### src/shared/sasp_pkg.sv
// Constants shared by the converter sequencer: map, fields, resets, timing
package sasp_pkg;

	// Register byte addresses on the CPU bus
	localparam logic [15:0] SASP_ADDR_RESULT_LO = 16'hff08;
	localparam logic [15:0] SASP_ADDR_RESULT_HI = 16'hff09;
	localparam logic [15:0] SASP_ADDR_MODE = 16'hff28;
	localparam logic [15:0] SASP_ADDR_CHANNEL = 16'hff29;
	localparam logic [15:0] SASP_ADDR_CMP_MODE = 16'hff2a;
	localparam logic [15:0] SASP_ADDR_THRESHOLD = 16'hff2b;

	// Field positions in converter_mode_reg
	localparam int SASP_MODE_RUN_BIT = 7;
	localparam int SASP_MODE_TIME_LSB = 3;
	localparam int SASP_MODE_REF_BIT = 0;

	// Field positions in threshold_compare_mode
	localparam int SASP_CMP_EN_BIT = 7;
	localparam int SASP_CMP_POL_BIT = 6;

	// Field widths
	localparam int SASP_CHAN_W = 3;
	localparam int SASP_TIME_W = 3;
	localparam int SASP_RES_W = 10;
	localparam int SASP_RES_PAD = 6;
	localparam int SASP_SLOT_W = 5;

	// Values after reset
	localparam logic [7:0] SASP_RST_MODE = 8'h00;
	localparam logic [7:0] SASP_RST_CHANNEL = 8'h00;
	localparam logic [7:0] SASP_RST_CMP_MODE = 8'h00;
	localparam logic [7:0] SASP_RST_THRESHOLD = 8'h00;
	localparam logic [9:0] SASP_RST_RESULT = 10'h000;

	// Conversion-time codes
	localparam logic [2:0] SASP_TIME_288 = 3'h0;
	localparam logic [2:0] SASP_TIME_240 = 3'h1;
	localparam logic [2:0] SASP_TIME_192 = 3'h2;
	localparam logic [2:0] SASP_TIME_144 = 3'h4;
	localparam logic [2:0] SASP_TIME_120 = 3'h5;
	localparam logic [2:0] SASP_TIME_96 = 3'h6;

	// Whole conversion lengths in main clock periods
	localparam int SASP_CONV_CYC_288 = 288;
	localparam int SASP_CONV_CYC_240 = 240;
	localparam int SASP_CONV_CYC_192 = 192;
	localparam int SASP_CONV_CYC_144 = 144;
	localparam int SASP_CONV_CYC_120 = 120;
	localparam int SASP_CONV_CYC_96 = 96;

	// A conversion is split into equal slots: sampling, then one per bit
	localparam int SASP_SAMPLE_SLOTS = 2;
	localparam int SASP_CONV_SLOTS = SASP_SAMPLE_SLOTS + SASP_RES_W;

	// Comparator synchroniser depth; each slot must outlast it
	localparam int SASP_SYNC_STAGES = 2;

	// Starting bit of the approximation
	localparam logic [9:0] SASP_MSB_MASK = 10'h200;

endpackage

### src/hdl/sasp_sync.sv
// Two-flop synchroniser for levels from outside the clock domain
`timescale 1ns/1ps
module sasp_sync #(
	parameter int WIDTH = 1
) (
	// Clock and reset
	input wire logic i_ref_clk,
	input wire logic i_resetn,
	// Level from another domain
	input wire logic [WIDTH-1:0] i_async,
	// Level in the clock domain
	output logic [WIDTH-1:0] o_sync
);

	logic [WIDTH-1:0] meta_q;
	logic [WIDTH-1:0] sync_q;

	// Refuse a zero-width instance
	generate
		if (WIDTH < 1) begin : g_bad_width
			$error("sasp_sync needs WIDTH of at least one");
		end
	endgenerate

	// First stage feeds only the second stage
	always_ff @(posedge i_ref_clk) begin
		if (!i_resetn) begin
			meta_q <= '0;
			sync_q <= '0;
		end else begin
			meta_q <= i_async;
			sync_q <= meta_q;
		end
	end

	assign o_sync = sync_q;

endmodule

### src/hdl/sasp_sequencer.sv
// Successive-approximation converter sequencer with threshold compare
//
// Behaviour
// RQ1: Channel code n routes analog input n.
// RQ2: Software writes zero to upper channel bits.
// RQ3: Reset clears channel, compare mode, threshold.
// RQ4: Result is 16 bits, low six zero.
// RQ5: High byte eight MSBs, low byte two.
// RQ6: Software reads result as one 16-bit access.
// RQ7: Software reads result before mode/channel writes.
// RQ8: Compare-mode bit 7 enables threshold compare.
// RQ9: Bit 6 picks at-least or below condition.
// RQ10: Threshold compared with eight result MSBs.
// RQ11: Sample fixed period, then hold to end.
// RQ12: Bit 9 tried first at half scale.
// RQ13: Each lower bit tried, cleared if below.
// RQ14: After ten bits latch result, raise event.
// RQ15: Conversions repeat back to back while running.
// RQ16: Register writes abort and restart a conversion.
// RQ17: Software waits 14 us after reference enable.
// RQ18: Restart needs settle wait if reference off.
// RQ19: Result is rounded ratio times 1024, times 64.
// RQ20: Register accesses insert one bus wait cycle.
// RQ21: Mode holds run, reference enable, time code.
// RQ22: Software discards first result without reference.
// RQ23: Cycle counting makes conversion the selected length.
// RQ24: Compare mode suppresses event, still stores result.
`timescale 1ns/1ps
module sasp_sequencer
	import sasp_pkg::*;
(
	// Clock and reset
	input wire logic i_ref_clk,
	input wire logic i_resetn,
	// CPU register access
	input wire logic [15:0] i_addr,
	input wire logic i_wr,
	input wire logic i_rd,
	input wire logic [7:0] i_wdata,
	output logic o_bus_wait,
	output logic [15:0] o_rdata,
	output logic o_rd_valid,
	// Analog front end
	output logic [2:0] o_channel_sel,
	output logic o_sample_hold,
	output logic [9:0] o_tap_code,
	input wire logic i_comp_ge,
	output logic o_ref_gen_enable,
	// Events and status
	output logic o_conversion_done_irq,
	output logic o_converting
);

	typedef enum logic [1:0] {
		SASP_IDLE,
		SASP_SAMPLE,
		SASP_CONVERT
	} sasp_state_t;

	// Slot length per time code; a whole conversion is twelve slots
	function automatic logic [SASP_SLOT_W-1:0] slot_len(
		input logic [SASP_TIME_W-1:0] code
	);
		logic [SASP_SLOT_W-1:0] len;
		case (code)
			SASP_TIME_288: len = SASP_SLOT_W'(SASP_CONV_CYC_288 / SASP_CONV_SLOTS);
			SASP_TIME_240: len = SASP_SLOT_W'(SASP_CONV_CYC_240 / SASP_CONV_SLOTS);
			SASP_TIME_192: len = SASP_SLOT_W'(SASP_CONV_CYC_192 / SASP_CONV_SLOTS);
			SASP_TIME_144: len = SASP_SLOT_W'(SASP_CONV_CYC_144 / SASP_CONV_SLOTS);
			SASP_TIME_120: len = SASP_SLOT_W'(SASP_CONV_CYC_120 / SASP_CONV_SLOTS);
			SASP_TIME_96: len = SASP_SLOT_W'(SASP_CONV_CYC_96 / SASP_CONV_SLOTS);
			// Prohibited codes fall back to the slowest, safest pace
			default: len = SASP_SLOT_W'(SASP_CONV_CYC_288 / SASP_CONV_SLOTS);
		endcase
		return len;
	endfunction

	// Shortest slot must leave time for the comparator synchroniser
	generate
		if (SASP_CONV_CYC_96 / SASP_CONV_SLOTS <= SASP_SYNC_STAGES + 1) begin : g_bad_slot
			$error("conversion slot too short for comparator latency");
		end
		if (SASP_CONV_CYC_288 / SASP_CONV_SLOTS >= (1 << SASP_SLOT_W)) begin : g_bad_cnt
			$error("slot counter too narrow");
		end
	endgenerate

	// Register state
	logic mode_run_q;
	logic [SASP_TIME_W-1:0] mode_time_q;
	logic mode_ref_q;
	logic [SASP_CHAN_W-1:0] chan_q;
	logic cmp_en_q;
	logic cmp_pol_q;
	logic [7:0] thresh_q;
	logic [SASP_RES_W-1:0] result_q;
	logic [SASP_RES_W-1:0] result_d;
	logic result_we;

	// Bus handshake state
	logic wait_q;
	logic [15:0] rdata_q;
	logic rd_valid_q;

	// Sequencer state
	sasp_state_t state_q;
	sasp_state_t state_d;
	logic [SASP_SLOT_W-1:0] slot_cnt_q;
	logic [SASP_SLOT_W-1:0] slot_cnt_d;
	logic [1:0] samp_slot_q;
	logic [1:0] samp_slot_d;
	logic [SASP_RES_W-1:0] mask_q;
	logic [SASP_RES_W-1:0] mask_d;
	logic [SASP_RES_W-1:0] sar_q;
	logic [SASP_RES_W-1:0] sar_d;
	logic done_q;
	logic done_d;

	// Address decode
	wire hit_res_lo = (i_addr == SASP_ADDR_RESULT_LO);
	wire hit_res_hi = (i_addr == SASP_ADDR_RESULT_HI);
	wire hit_mode = (i_addr == SASP_ADDR_MODE);
	wire hit_chan = (i_addr == SASP_ADDR_CHANNEL);
	wire hit_cmp = (i_addr == SASP_ADDR_CMP_MODE);
	wire hit_thr = (i_addr == SASP_ADDR_THRESHOLD);
	wire hit_any = hit_res_lo | hit_res_hi | hit_mode | hit_chan | hit_cmp |
		hit_thr;

	// One wait cycle per access; action happens in the second cycle
	wire acc = (i_rd | i_wr) & hit_any;
	wire take = acc & wait_q;
	wire wr_take = take & i_wr;
	wire rd_take = take & i_rd & ~i_wr;
	assign o_bus_wait = acc & ~wait_q; // see RQ20

	// Write strobes per register
	wire wr_mode = wr_take & hit_mode;
	wire wr_chan = wr_take & hit_chan;
	wire wr_cmp = wr_take & hit_cmp;
	wire wr_thr = wr_take & hit_thr;
	wire wr_any = wr_mode | wr_chan | wr_cmp | wr_thr;
	wire new_run = wr_mode ? i_wdata[SASP_MODE_RUN_BIT] : mode_run_q;

	// Comparator level crosses in from the analog side
	logic comp_ge_s;
	sasp_sync #(
		.WIDTH(1)
	) u_comp_sync (
		.i_ref_clk(i_ref_clk),
		.i_resetn(i_resetn),
		.i_async(i_comp_ge),
		.o_sync(comp_ge_s)
	);

	// Slot timing and bit decisions
	wire [SASP_SLOT_W-1:0] slot_last = slot_len(mode_time_q) -
		SASP_SLOT_W'(1);
	wire slot_end = (slot_cnt_q == slot_last); // see RQ23
	wire samp_done = (samp_slot_q == 2'(SASP_SAMPLE_SLOTS - 1));
	wire [SASP_RES_W-1:0] decided = comp_ge_s ? sar_q : (sar_q & ~mask_q);

	// Threshold test on the eight MSBs of the fresh result
	wire [7:0] top_byte = decided[SASP_RES_W-1:SASP_RES_W-8]; // see RQ10
	wire cond_ge = (top_byte >= thresh_q);
	wire cond_lt = (top_byte < thresh_q);
	wire cond_met = cmp_pol_q ? cond_lt : cond_ge; // see RQ9
	wire irq_ok = ~cmp_en_q | cond_met; // see RQ8, see RQ24

	// Read data; unused high bits of byte registers read as zero
	wire [15:0] res_word = {result_q, SASP_RES_PAD'(0)}; // see RQ4, see RQ19
	wire [15:0] mode_byte = {8'h00, mode_run_q, 1'b0, mode_time_q, 2'b00,
		mode_ref_q};
	wire [15:0] chan_byte = {8'h00, 5'h00, chan_q};
	wire [15:0] cmp_byte = {8'h00, cmp_en_q, cmp_pol_q, 6'h00};
	wire [15:0] thr_byte = {8'h00, thresh_q};
	wire [15:0] res_hi_byte = {8'h00, res_word[15:8]}; // see RQ5
	wire [15:0] rd_mux = hit_res_lo ? res_word :
		hit_res_hi ? res_hi_byte :
		hit_mode ? mode_byte :
		hit_chan ? chan_byte :
		hit_cmp ? cmp_byte :
		thr_byte;

	// Bus wait and read capture
	always_ff @(posedge i_ref_clk) begin
		if (!i_resetn) begin
			wait_q <= 1'b0;
			rdata_q <= 16'h0000;
			rd_valid_q <= 1'b0;
		end else begin
			wait_q <= acc & ~wait_q;
			rd_valid_q <= rd_take;
			if (rd_take) begin
				rdata_q <= rd_mux;
			end
		end
	end

	// Converter mode register: run, time code, reference enable
	always_ff @(posedge i_ref_clk) begin
		if (!i_resetn) begin
			mode_run_q <= SASP_RST_MODE[SASP_MODE_RUN_BIT];
			mode_time_q <= SASP_RST_MODE[SASP_MODE_TIME_LSB +: SASP_TIME_W];
			mode_ref_q <= SASP_RST_MODE[SASP_MODE_REF_BIT];
		end else if (wr_mode) begin
			mode_run_q <= i_wdata[SASP_MODE_RUN_BIT]; // see RQ21
			mode_time_q <= i_wdata[SASP_MODE_TIME_LSB +: SASP_TIME_W];
			mode_ref_q <= i_wdata[SASP_MODE_REF_BIT];
		end
	end

	// Channel, compare mode and threshold registers
	always_ff @(posedge i_ref_clk) begin
		if (!i_resetn) begin
			chan_q <= SASP_RST_CHANNEL[SASP_CHAN_W-1:0]; // see RQ3
			cmp_en_q <= SASP_RST_CMP_MODE[SASP_CMP_EN_BIT];
			cmp_pol_q <= SASP_RST_CMP_MODE[SASP_CMP_POL_BIT];
			thresh_q <= SASP_RST_THRESHOLD;
		end else begin
			// Upper channel bits are not stored; software keeps them zero
			if (wr_chan) begin
				chan_q <= i_wdata[SASP_CHAN_W-1:0]; // see RQ2
			end
			if (wr_cmp) begin
				cmp_en_q <= i_wdata[SASP_CMP_EN_BIT];
				cmp_pol_q <= i_wdata[SASP_CMP_POL_BIT];
			end
			if (wr_thr) begin
				thresh_q <= i_wdata;
			end
		end
	end

	// Sequencer next state
	always_comb begin
		state_d = state_q;
		slot_cnt_d = slot_cnt_q;
		samp_slot_d = samp_slot_q;
		mask_d = mask_q;
		sar_d = sar_q;
		done_d = 1'b0;
		result_we = 1'b0;
		result_d = decided;
		if (wr_any) begin
			// A write to mode, channel, compare mode or threshold throws the running conversion away
			state_d = new_run ? SASP_SAMPLE : SASP_IDLE; // see RQ16
			slot_cnt_d = '0;
			samp_slot_d = 2'b00;
			mask_d = SASP_MSB_MASK;
			sar_d = '0;
		end else begin
			case (state_q)
				SASP_IDLE: begin
					slot_cnt_d = '0;
					samp_slot_d = 2'b00;
					mask_d = SASP_MSB_MASK;
					sar_d = '0;
					if (mode_run_q) begin
						state_d = SASP_SAMPLE;
					end
				end
				SASP_SAMPLE: begin
					slot_cnt_d = slot_cnt_q + SASP_SLOT_W'(1);
					if (slot_end) begin
						slot_cnt_d = '0;
						if (samp_done) begin
							// Hold from here; try bit 9 at half scale
							state_d = SASP_CONVERT; // see RQ11
							sar_d = SASP_MSB_MASK; // see RQ12
							mask_d = SASP_MSB_MASK;
						end else begin
							samp_slot_d = samp_slot_q + 2'b01;
						end
					end
				end
				SASP_CONVERT: begin
					slot_cnt_d = slot_cnt_q + SASP_SLOT_W'(1);
					if (slot_end) begin
						slot_cnt_d = '0;
						if (mask_q[0]) begin
							// Last bit decided: store, signal, start again
							result_we = 1'b1; // see RQ14
							done_d = irq_ok; // see RQ24
							state_d = SASP_SAMPLE; // see RQ15
							samp_slot_d = 2'b00;
							mask_d = SASP_MSB_MASK;
							sar_d = '0;
						end else begin
							// Keep decided bits, try the next one down
							mask_d = mask_q >> 1; // see RQ13
							sar_d = decided | (mask_q >> 1);
						end
					end
				end
				default: begin
					state_d = SASP_IDLE;
				end
			endcase
		end
	end

	// Sequencer registers
	always_ff @(posedge i_ref_clk) begin
		if (!i_resetn) begin
			state_q <= SASP_IDLE;
			slot_cnt_q <= '0;
			samp_slot_q <= 2'b00;
			mask_q <= SASP_MSB_MASK;
			sar_q <= '0;
			done_q <= 1'b0;
		end else begin
			state_q <= state_d;
			slot_cnt_q <= slot_cnt_d;
			samp_slot_q <= samp_slot_d;
			mask_q <= mask_d;
			sar_q <= sar_d;
			done_q <= done_d;
		end
	end

	// Result latch; reset value is a convenience, software must not rely on it
	always_ff @(posedge i_ref_clk) begin
		if (!i_resetn) begin
			result_q <= SASP_RST_RESULT;
		end else if (result_we) begin
			result_q <= result_d; // see RQ14
		end
	end

	// Outputs
	assign o_rdata = rdata_q;
	assign o_rd_valid = rd_valid_q;
	assign o_channel_sel = chan_q; // see RQ1
	assign o_sample_hold = (state_q == SASP_SAMPLE); // see RQ11
	assign o_tap_code = sar_q; // see RQ13
	assign o_ref_gen_enable = mode_ref_q; // see RQ21
	assign o_conversion_done_irq = done_q;
	assign o_converting = (state_q != SASP_IDLE);

endmodule

### config.mk
export PLATFORM = sky130hd
export DESIGN_NAME = sasp_sequencer
export DESIGN_NICKNAME = d
export VERILOG_FILES = /design/src/shared/sasp_pkg.sv /design/src/hdl/sasp_sync.sv /design/src/hdl/sasp_sequencer.sv
export SDC_FILE = /design/constraint.sdc
export NUM_CORES = 1
export LEC_CHECK = 0
export BUFFER_PORTS_ARGS = -buffer_cell sky130_fd_sc_hd__buf_4
export CORE_MARGIN = 3
export CORE_UTILIZATION = 35
export DETAILED_ROUTE_END_ITERATION = 7
export PLACE_DENSITY = 0.61
export SLEW_MARGIN = 20
export SYNTH_ARGS = -nofsm -noshare
export SYNTH_HDL_FRONTEND = slang
export SYNTH_SLANG_ARGS = --single-unit
### constraint.sdc
create_clock -name i_ref_clk -period 3.2 [get_ports i_ref_clk]
set_input_delay 0 -clock i_ref_clk [delete_from_list [all_inputs] [get_ports i_ref_clk]]
set_output_delay 0 -clock i_ref_clk [all_outputs]
set_load 0.1 [all_outputs]
==> results.md <==
- Outcome: complete, no violations
- Detail Route Antenna Nets: 0
- Power Density: 414 mW/mm^2
- # diodes: 0
- Die H: 114 microns
- Slew Limit Headroom: 47.0%
- DRT Pass-1 Iters: 5
- EDFF count, synth: 0
- Pre-CTS setup slack: 0.172 ns
- Area Overhead vs Synth: 26.4%
- Clock buffer depth: 2
- Vias in the first global route: 3559
- Critical path class: reg -> reg
- Hold Fails Final Rpt: 0
- Area occupied by multi-input gates: 0.00232 sq mm
- RSZ-0062 raised after global routing: no
- Netlist cell types: 58
- # Max-Cap Violations: 0
- Wirelength, routed: 11.3 mm
- Async S/R FF share, synth: 0%
- Worst endpoint required time: 3.45 ns
- Die ar.: 0.0129 sq mm
- Clock Skew: 0.0109 ns
- Largest net degree at the start of global routing: 38
- Final worst setup slack: 0.337 ns
- I/O Pins: 64
- Slowest Stage Delay on Critical Path: 0.52 ns
- RePlAce Congestion: 0.861
- Post-synth top area share: 38.5%
- Number of core rows: 38
- Clock root buffer: clkbuf_16
- Setup-failing EPs final: 0
- TritonCTS Buffers: 9
- Post-synthesis sequential area ratio: 38.5%
- Netlist Area Pre-Place: 0.00405 sq mm
- Syn Inst Count: 480
- Post-layout util: 46.2%
- Vias per cell: 5.59
- WP buf/inv: 1
- Synth Register Bits: 78
- Top FF cell, synth: dfxtp_1
- Type of origin of the critical path: flip-flop
- CTS tree: done
- Worst path slowest cell: a21oi_1
- Share of layout cells above drive strength 1: 18.4%
- Filler cell count: 1069
- CTS clk-pin slew, worst paths: 0.07 ns
- Synthesized area per cell: 8.45 sq um
- Placed wire-length estimate: 8.31 mm
- Yosys top cell by area: dfxtp_1
- Ranking of synthesized cells by area: dfxtp_1, mux2i_1, o21ai_0
- Hold slack: 0.0102 ns
- Sequential Area: 0.00156 sq mm
- Post-CTS setup buffer count: 0
- Port bufs: 63
- Worst skew pair latency: 0.34 ns
- CTS sink count: 78
- CP Data Arrival Time: 3.12 ns
- Syn_nets: 525
- Post-layout min period: 2.86 ns
- Critical path cell sequence: xor2_1, nand2b_1, ha_1, xnor2_1, o21bai_1, a21oi_1, o31a_1, buf_4, nand4_1, a311oi_1
- Slew Limit Fails: 0
- CTS H-tree lvls: 3
- Placeable Area: 0.0111 sq mm
- Nets: 595
- First-pass GRT wire length: 18.3 mm
- Final setup TNS: 0 ns
- Fmax: 0.349 GHz
- CP max FO: 10
- Routed via count: 3888
- Worst hold path class: in -> reg
- Final worst-path cycle share: 89.5%
- 1st-iter DRT viols: 277
- Grt ovf: 0
- Pleak: 1.93 nW
- Die width: 114 microns
- Worst Tran Pin Value: 0.789 ns
- Type of element capturing the critical path: flip-flop
- Routed len/inst: 16.3 microns
- Final routed DRC violation total: 0
- Tot GR Track Use: 17.5%
- Initial Utilization: 36.6%
- Initial antenna violation count: 0
- Crit-path leading delay family: compound AO/OA/AOI/OAI gates
- Synth top cells by count: dfxtp_1, o21ai_0, nor2_1
- Top-count cell post-synth: dfxtp_1
- Syn. warnings: 0
- Worst IR Drop VDD: 0.000257 V
==> cell usage in the layout, fill, tap and decap left out, drive strengths merged, types with 4 or more instances in the layout <==
cell type and count:
inv 23, o22ai 5, dfxtp 78, nand2b 7, nor4 5, nor2 37, o21ai 42, mux2i 25
ha 16, and3 4, a22o 8, nor3 4, a21boi 8, dlygate4sd3 12, o211ai 4, or4 4
nand2 32, a21oi 27, or4b 4, o31ai 5, nand3 30, and2 7, nand4 25, nor2b 7
a31oi 11, buf 75, clkbuf 9
==> report_power, final <==
group | switching (W) | total (W) | internal [W]
Combinational | 0.0000484 | 0.0000897 | 0.0000414
Clock | 0.000444 | 0.00106 | 0.000616
Sequential | 0.000000749 | 0.000972 | 0.000971
Total | 0.000493 | 0.00212 | 0.00163
==> worst register-to-register path: cells and delay by family (launching register included) <==
kind / cells / cell delay, ns
flops: 1 / 0.49
xor+xnor: 2 / 0.38
simple gates: 2 / 0.20
buf+inv: 1 / 0.22
compound gates: 4 / 1.30
fa+ha+maj: 1 / 0.19
==> timing repair <==
action | in CTS | in global routing
endpoints found under the hold margin | 24 | 0
resized for setup | 0 | 1
hold buffers | 12 | 0
endpoints found under the setup margin | 0 | 15
==> through the flow <==
stage	power (W)	area [sq um]	instances
after detailed placement	0.00107	4690	667
after global routing	0.00219	5120	695
final	0.00212	5120	695
after CTS	0.00214	5110	695
after global placement	0.00107	4690	667
after floorplan	0.00103	4060	480
==> sequential cells by signal, summed over array words and instances (netlist names), 3 cells and up <==
signal	cells
result_q	10
o_rdata	16
mode_time_q	3
slot_cnt_q	5
o_channel_sel	3
mask_q	10
o_tap_code	10
thresh_q	8
==> cell type report <==
cell class,instances,area share [%]
Sequential cell,78,30.5
Clock buffer,9,4.40
Timing Repair Buffer,87,13.3
Inverter,20,1.47
Clock inverter,7,1.51
Tap cell,140,3.42
Multi-Input combinational cell,354,45.4
==> worst paths after layout <==
path | start | end | slack [ns] | cells after the start
max | mode_time_q[2]$_SDFFE_PN0P_ | o_conversion_done_irq$_SDFF_PP0_ | 0.34 | 10
min | i_wr | wait_q$_SDFF_PN0_ | 0.01 | 3
max reg2reg | mode_time_q[2]$_SDFFE_PN0P_ | o_conversion_done_irq$_SDFF_PP0_ | 0.34 | 10
min reg2reg | u_comp_sync.meta_q$_SDFF_PN0_ | u_comp_sync.o_sync$_SDFF_PN0_ | 0.44 | 1
==> kinds of logic after synthesis <==
logic type	after synthesis	share of synthesized area, %
muxes	25	6.17
AOI/OAI and AO/OA	135	21.4
buffers and inverters	48	4.57
and+or+nand+nor	174	23.6
DFF	78	38.5
adders and majority gates	16	4.94
xor gates and xnor gates	4	0.864
==> layer usage <==
metal / track usage, % / vias to the layer above / part of all wire, %
met5: 0 / - / 0
met4: 5.29 / 0 / 1.5
met3: 3.93 / 16 / 7.2
met2: 27.8 / 143 / 46
met1: 23.7 / 1814 / 45
li1: - / 1915 / -
Note: power is estimated with default switching activity, not from simulation.
